[src/logic/drm_pkg.sv]
// Purpose: Shared constants for the DRAM row/column address multiplexer
// Assumes: 32-bit bank port, single system clock
// Notes:   Register offsets are word indices on the plain register port
package drm_pkg;
    // Internal page size codes
    localparam logic [1:0] PAGE_512  = 2'h0;
    localparam logic [1:0] PAGE_1K   = 2'h1;
    localparam logic [1:0] PAGE_2K   = 2'h2;
    // Register offsets
    localparam logic [3:0] OFS_CTRL  = 4'h0;
    localparam logic [3:0] OFS_MASK  = 4'h1;
    localparam logic [3:0] OFS_BASE  = 4'h2;
    localparam logic [3:0] OFS_STAT  = 4'h3;
    // Control register fields
    localparam int         CTRL_PS_LSB  = 0;
    localparam int         CTRL_EN_BIT  = 2;
    localparam int         CTRL_PW_LSB  = 3;
    // Reset values
    localparam logic [7:0]  CTRL_RST = 8'h00;
    localparam logic [31:0] MASK_RST = 32'h0000_0000;
    localparam logic [31:0] BASE_RST = 32'h0000_0000;
    // Bank select compares this bit and the bits above it
    localparam int          BANK_LSB = 17;
    // Cycles from row strobe to column mapping
    localparam int          ROW_CYCLES = 1;
    // Transfer sequencing states
    typedef enum logic [1:0] {ST_IDLE, ST_ROW, ST_COL} drm_state_t;
endpackage

[src/logic/drm_colmap.sv]
// Purpose: Column-phase pin mapping for a 32-bit bank
// Assumes: Pins A[27:9] only; row phase handled by the caller
// Notes:   Pure combinational; output is registered in the top
module drm_colmap (
    input  wire logic [1:0]  page_size,   // Internal page size code
    input  wire logic [31:0] addr,        // Internal address bits
    output logic      [18:0] col_pins     // Column value for A[27:9]
);
    // Index 0 corresponds to pin A[9]
    always_comb
    begin
        col_pins = '0;
        for (int p = 9; p <= 27; p++)
        begin
            // R01 512 byte mapping
            if (page_size == drm_pkg::PAGE_512)
            begin
                if (p <= 15)
                    col_pins[p-9] = addr[p-7];
                else
                    col_pins[p-9] = addr[p & ~1];
            end
            // R02 1 KByte mapping
            else if (page_size == drm_pkg::PAGE_1K)
            begin
                if (p == 9)
                    col_pins[p-9] = addr[9];
                else if (p <= 17)
                    col_pins[p-9] = addr[p-8];
                else
                    col_pins[p-9] = addr[p & ~1];
            end
            // R03 2 KByte mapping
            else
            begin
                if (p == 9)
                    col_pins[p-9] = addr[9];
                else if (p == 10)
                    col_pins[p-9] = addr[10];
                else if (p <= 19)
                    col_pins[p-9] = addr[p-9];
                else
                    col_pins[p-9] = addr[p & ~1];
            end
        end
    end
endmodule

[src/logic/drm_addr_mux.sv]
// Purpose: Row/column address multiplexing, page-hit and bank decode
// Assumes: Register port with read data one cycle after the strobe
// Notes:   Internal page size deliberately differs from the DRAM page
//          size; the pin mapping follows the programmed code only
//          A start outside idle updates hit, match and row only; the
//          pins keep serving the transfer in flight
// Function
// 512 byte column mapping on pins
// 1 KByte column mapping on pins
// 2 KByte column mapping on pins
// Page size from bank control register
// Hit decided by programmed page size
// Page offset bits by page size
// 32-bit bank spans page with 9 pins
// Mask bits exclude address from bank select
// Mapping follows programmed page size
// Software keeps page size, widens mask
// Hit compares bits above page offset
// Latch row on first page transfer
// Row until strobe, column until end
//
// Our own choices: the placing of the registers and strobed register access.
module drm_addr_mux (
    input  wire logic        clk,          // System clock
    input  wire logic        nrst,         // Async reset, active low
    input  wire logic [3:0]  reg_addr,     // Register index
    input  wire logic [31:0] reg_wdata,    // Register write data
    input  wire logic        reg_wr,       // Write strobe
    input  wire logic        reg_rd,       // Read strobe
    output logic      [31:0] reg_rdata,    // Read data, cycle after strobe
    input  wire logic [31:0] xfer_addr,    // Transfer address
    input  wire logic        xfer_start,   // Transfer start pulse
    input  wire logic        row_strobe,   // Row strobe asserted
    input  wire logic        xfer_end,     // Transfer end pulse
    output logic      [18:0] dram_pins,    // Pins A[27:9]
    output logic             col_phase,    // Column mapping on pins
    output logic             page_hit,     // Last start was a hit
    output logic             bank_match    // Last start hit this bank
);
    logic [7:0]  bank_control_reg_ff;
    logic [31:0] bank_mask_reg_ff;
    logic [31:0] bank_base_ff;
    logic [31:0] row_ff;
    logic        row_valid_ff;
    logic [31:0] addr_ff;
    logic [31:0] rdata_ff;
    logic [18:0] pins_ff;
    logic        col_ff;
    logic        hit_ff;
    logic        match_ff;
    logic [18:0] col_pins;
    logic [1:0]  internal_page_size;
    logic [31:0] nxt_cmp_mask;
    drm_pkg::drm_state_t state_ff;

    // Decode page size into the kept address bits above the page offset
    function automatic logic [31:0] page_mask(input logic [1:0] ps);
        // offset width
        if (ps == drm_pkg::PAGE_512)
            page_mask = 32'hffff_fe00;
        else if (ps == drm_pkg::PAGE_1K)
            page_mask = 32'hffff_fc00;
        else
            page_mask = 32'hffff_f800;
    endfunction

    // page size field
    assign internal_page_size = bank_control_reg_ff[drm_pkg::CTRL_PS_LSB +: 2];
    assign nxt_cmp_mask = page_mask(internal_page_size);

    // Register writes; reserved code 3 treated as 2 KByte
    always_ff @(posedge clk or negedge nrst)
    begin
        if (!nrst)
        begin
            bank_control_reg_ff <= drm_pkg::CTRL_RST;
            bank_mask_reg_ff    <= drm_pkg::MASK_RST;
            bank_base_ff        <= drm_pkg::BASE_RST;
        end
        else if (reg_wr)
        begin
            if (reg_addr == drm_pkg::OFS_CTRL)
                bank_control_reg_ff <= reg_wdata[7:0];
            else if (reg_addr == drm_pkg::OFS_MASK)
                bank_mask_reg_ff <= reg_wdata;
            else if (reg_addr == drm_pkg::OFS_BASE)
                bank_base_ff <= reg_wdata;
            // Status and unmapped indices are not writable
        end
    end

    // Read data valid only in the cycle after the strobe
    always_ff @(posedge clk or negedge nrst)
    begin
        if (!nrst)
            rdata_ff <= '0;
        else if (reg_rd)
        begin
            if (reg_addr == drm_pkg::OFS_CTRL)
                rdata_ff <= {24'h000000, bank_control_reg_ff};
            else if (reg_addr == drm_pkg::OFS_MASK)
                rdata_ff <= bank_mask_reg_ff;
            else if (reg_addr == drm_pkg::OFS_BASE)
                rdata_ff <= bank_base_ff;
            else if (reg_addr == drm_pkg::OFS_STAT)
                rdata_ff <= {27'h0000000, row_valid_ff, match_ff, hit_ff,
                             state_ff};
            else
                rdata_ff <= '0;
        end
        else
            rdata_ff <= '0;
    end

    // compare stored row above the offset
    always_ff @(posedge clk or negedge nrst)
    begin
        if (!nrst)
            hit_ff <= 1'b0;
        else if (xfer_start)
            hit_ff <= row_valid_ff &&
                      ((xfer_addr & nxt_cmp_mask) == (row_ff & nxt_cmp_mask));
    end

    // masked bits ignored in bank select
    // Base compared only from the lowest bank select bit upwards
    always_ff @(posedge clk or negedge nrst)
    begin
        if (!nrst)
            match_ff <= 1'b0;
        else if (xfer_start)
            match_ff <= bank_control_reg_ff[drm_pkg::CTRL_EN_BIT] &&
                        (((xfer_addr ^ bank_base_ff) & ~bank_mask_reg_ff)
                         >> drm_pkg::BANK_LSB) == 32'h0;
    end

    // latch row for later compares
    always_ff @(posedge clk or negedge nrst)
    begin
        if (!nrst)
        begin
            row_ff       <= '0;
            row_valid_ff <= 1'b0;
        end
        else if (xfer_start)
        begin
            row_ff       <= xfer_addr;
            row_valid_ff <= 1'b1;
        end
        // Any control register write drops the open row; a start in that cycle wins
        else if (reg_wr && reg_addr == drm_pkg::OFS_CTRL)
            row_valid_ff <= 1'b0;
    end

    // column mapping from programmed size
    // Column value follows addr_ff, so it stays fixed for the transfer
    drm_colmap u_colmap (
        .page_size (internal_page_size),
        .addr      (addr_ff),
        .col_pins  (col_pins)
    );

    // phase sequencing: row until strobe, column until end
    always_ff @(posedge clk or negedge nrst)
    begin
        if (!nrst)
        begin
            state_ff <= drm_pkg::ST_IDLE;
            addr_ff  <= '0;
        end
        else
        begin
            case (state_ff)
                // Start taken only here; a busy start skips the pins
                drm_pkg::ST_IDLE:
                    if (xfer_start)
                    begin
                        addr_ff  <= xfer_addr;
                        state_ff <= drm_pkg::ST_ROW;
                    end
                drm_pkg::ST_ROW:
                    if (xfer_end)
                        state_ff <= drm_pkg::ST_IDLE;
                    else if (row_strobe)
                        state_ff <= drm_pkg::ST_COL;
                drm_pkg::ST_COL:
                    if (xfer_end)
                        state_ff <= drm_pkg::ST_IDLE;
                default:
                    state_ff <= drm_pkg::ST_IDLE;
            endcase
        end
    end

    // Pins: row bits follow A[n]=addr[n]; column picked once row strobed
    always_ff @(posedge clk or negedge nrst)
    begin
        if (!nrst)
        begin
            pins_ff <= '0;
            col_ff  <= 1'b0;
        end
        else if (state_ff == drm_pkg::ST_IDLE && xfer_start)
        begin
            pins_ff <= xfer_addr[27:9];
            col_ff  <= 1'b0;
        end
        else if (state_ff == drm_pkg::ST_ROW && row_strobe && !xfer_end)
        begin
            pins_ff <= col_pins;
            col_ff  <= 1'b1;
        end
        // Pins keep their last value once the transfer ends
        else if (xfer_end)
            col_ff <= 1'b0;
    end

    // Every output comes straight from a flop
    assign reg_rdata  = rdata_ff;
    assign dram_pins  = pins_ff;
    assign col_phase  = col_ff;
    assign page_hit   = hit_ff;
    assign bank_match = match_ff;
endmodule

[config.mk]
export PLATFORM = sky130hd
export DESIGN_NAME = drm_addr_mux
export DESIGN_NICKNAME = d
export VERILOG_FILES = /design/src/logic/drm_pkg.sv /design/src/logic/drm_colmap.sv /design/src/logic/drm_addr_mux.sv
export SDC_FILE = /design/constraint.sdc
export NUM_CORES = 1
export LEC_CHECK = 0
export BUFFER_PORTS_ARGS = -buffer_cell sky130_fd_sc_hd__clkbuf_2
export CAP_MARGIN = 15
export CORE_AREA = 3 3 177 145
export CTS_CLUSTER_SIZE = 28
export DETAILED_ROUTE_END_ITERATION = 8
export DIE_AREA = 0 0 180 148
export PLACE_DENSITY = 0.52
export SETUP_SLACK_MARGIN = 0.1
export SKIP_CTS_REPAIR_TIMING = 1
export SLEW_MARGIN = 20
export SYNTH_ARGS = -nofsm -noshare
export SYNTH_HDL_FRONTEND = slang
export SYNTH_SLANG_ARGS = --single-unit
[constraint.sdc]
create_clock -name clk -period 3.98 [get_ports clk]
set_clock_uncertainty 0.1 [all_clocks]
set_input_delay 0.199 -clock clk [delete_from_list [all_inputs] [get_ports clk]]
set_output_delay 0.199 -clock clk [all_outputs]
set_load 0.1 [all_outputs]
==> results by group <==
Worst setup path
  • Startpoint types: primary input
  • CP max-delay cell: nand2_1
  • Worst EP arrival: ~2.5 ns
  • R2r setup slk: 1.78 ns
  • Crit path kind: primary input to flop
  • Largest stage delay, worst path: about 0.57 ns
  • CP Capture Type: flop
  • Max FO, Critical Path: 24
  • Crit path required time: 4.18 ns
  • Critical path, cell by cell: clkbuf_2 -> nand2b_1 -> nor3_4 -> buf_4 -> nand2_1 -> buf_12 -> mux2_2

Finish
  • P&R area growth vs syn: 28.6%
  • N_diodes: 0
  • Non-filler cells, final: 1043
  • Share of layout cells above drive strength 1: 0.386
  • Fin nets: between 700 and 800
  • Layout fillers: roughly 2300

Floorplan
  • Initial core utilization: 0.297
  • Chip height: 148 microns
  • Die area: 0.0266 sq mm
  • Core Area: 0.0241 sq mm
  • DIE WIDTH: around 180 microns
  • Site Rows: 51
  • # IOs: around 130

Logic synthesis
  • Share of the synthesized area in the top cell type: 0.584
  • Seq/Total Area, Yosys: 0.584
  • Most frequent cell after synthesis: dfrtp_1
  • Post-synth ARST share: 1.00
  • Synth Register Bits: 167
  • Most frequent cells after synthesis: 167 x dfrtp_1, 105 x mux2_2, 40 x nor2_1
  • Yosys top cell by area: dfrtp_1
  • Syn Std Cell Area: 0.00715 sq mm
  • Area contributors post-synth: dfrtp_1 58%, mux2_2 17%, a22oi_1 3.4%
  • Avg Cell Area, Syn: 13.3 sq um
  • Post-synth EDFFs: 0
  • Mapped Cells: approximately 540
  • Post-Syn Nets: between 600 and 700
  • Unique cell type count in the Yosys netlist: 39
  • Synth warnings: 0
  • Main flop type after synthesis: dfrtp_1

Clock network
  • CTS H-tree depth: 4
  • Latest clock arrival within the worst-skew pair: 0.42 ns
  • Sink Count: 167
  • Root Driver: clkbuf_16
  • Clock-pin slew on the worst setup and hold paths: around 0.070 ns
  • Maximum buffer depth of the clock tree: 2
  • Total CTS buffers: 17
  • CTS tree: built

STA
  • Setup TNS: 0 ns
  • Max-slew headroom: 0.324
  • RSZ-0062 raised after global routing: false
  • Tcrit/Tclk final: 0.586
  • Hold_ws: 0.00684 ns
  • Tmin final: ~2.3 ns
  • Final setup viols: 0
  • Slew Viols, Final: 0
  • Fmax: 429 MHz
  • Final Hold Viols: 0
  • Worst slew pin tran: 1.01 ns

Drt
  • Antenna viol nets, final: 0
  • DR DRC count: 0
  • Routed vias: about 5000
  • Post-Route WL: 19100 microns
  • Drt pass-1 iters: 4
  • Number of DRC markers in iteration 0: 294
  • Via density: about 4.8
  • Drt wl/cell: between 15 and 20 microns

Placement
  • HPWL Detailed: 13100 microns
  • Post-Place Cells: 962
  • I/O Buffers: 126
  • GP Congestion: 0.814

Power and ir drop
  • Total power: 5.25 mW
  • Maximum VDD drop: 0.287 mV
  • PwrDens: between 500 and 600 mW/mm^2
  • Leakage Power: approximately 4.2 nW

Global route
  • GRT Util Overall: 0.144
  • Largest net degree at the start of global routing: 112
  • Initial antenna violation count: 0
  • Vias in the first global route: ~5100
  • Global route overflow: 0
  • First-pass GRT wire length: 29800 microns

Outcome
  • Status: completed

Min path
  • Hold Path Class: primary input to flop

Job
  • Max_cap viols: 0
## report_power, final
part	switching (mW)	total [mW]	leakage (nW)	internal [mW]
logic	0.893	1.36	1.85	0.465
clock network	0.660	1.65	0.272	0.987
registers	0.234	2.24	2.08	2.01
## sequential cells by signal, summed over array words and instances (netlist names), 2 cells and up
signal / count
row_ff: 23
dram_pins: 19
reg_rdata: 32
addr_ff: 15
state_ff: 2
bank_mask_reg_ff: 32
bank_base_ff: 32
bank_control_reg_ff: 8
## layer usage
layer	wire length (microns)	track usage
met1	9320	0.209
met2	8730	0.216
met4	149	0.0363
met3	944	0.0381
met5	0	0
## final cells by class
cell class | count | area (sq um) | share of cell area
timing repair buffer | 183 | 1200 | 0.131
tap | 318 | 398 | 0.0433
inverter | 3 | 12.5 | 0.00136
sequential | 167 | 4180 | 0.454
clock buffer | 24 | 452 | 0.0491
multi-input combinational | 340 | 2830 | 0.308
clock inverter | 8 | 124 | 0.0135
## critical path: cells and delay by family
family	cells	cell delay [ns]
and+or+nand+nor	3	1.05
muxes	1	0.29
buffers and inverters	3	0.98
## cell usage in the layout (no fill, tap or decap), types with 4 or more instances in the layout
cell type      count
dfrtp_1          167
xor2_1            20
clkbuf_2         125
mux2_2           105
dlygate4sd3_1     49
nor2_1            40
a21oi_1           14
mux2_4             8
nand2b_1           7
nor2b_1            4
a221o_1            6
clkbuf_16         17
o21ai_0           13
clkbuf_1           7
nand2_1           15
a22oi_1           32
nor4_1             5
buf_4              7
mux2i_1           16
o22ai_1            8
xnor2_1           18
## through the flow
stage	setup WS (ns)	utilization	area, sq um
final	1.65	0.382	9200
after global routing	1.49	0.382	9200
after CTS	1.64	0.362	8710
after detailed placement	1.19	0.338	8130
after global placement	1.26	0.338	8130
after floorplan	2.36	-	7150
## final timing paths
| check | cells after the start | startpoint | end |
|---|---|---|---|
| max | 7 | reg_addr[0] | bank_base_ff[2] |
| max reg2reg | 3 | state_ff[1] | dram_pins[11] |
| min | 2 | xfer_addr[10] | addr_ff[10] |
| min in group asynchronous | 2 | nrst | dram_pins[12] |
| min reg2reg | 1 | addr_ff[20] | addr_ff[20] |
| max in group asynchronous | 3 | nrst | addr_ff[18] |
## logic make-up (layout without fill, tap and decap cells)
logic type	after synthesis	after routing	synth area share
multiplexers	129	129	0.205
buffers and inverters	32	218	0.0203
flip-flops	167	167	0.584
AND/OR/NAND/NOR	89	89	0.0625
XOR/XNOR	38	38	0.0465
AO/OA/AOI/OAI	84	84	0.0817
Note: power is estimated with default switching activity, not from simulation.
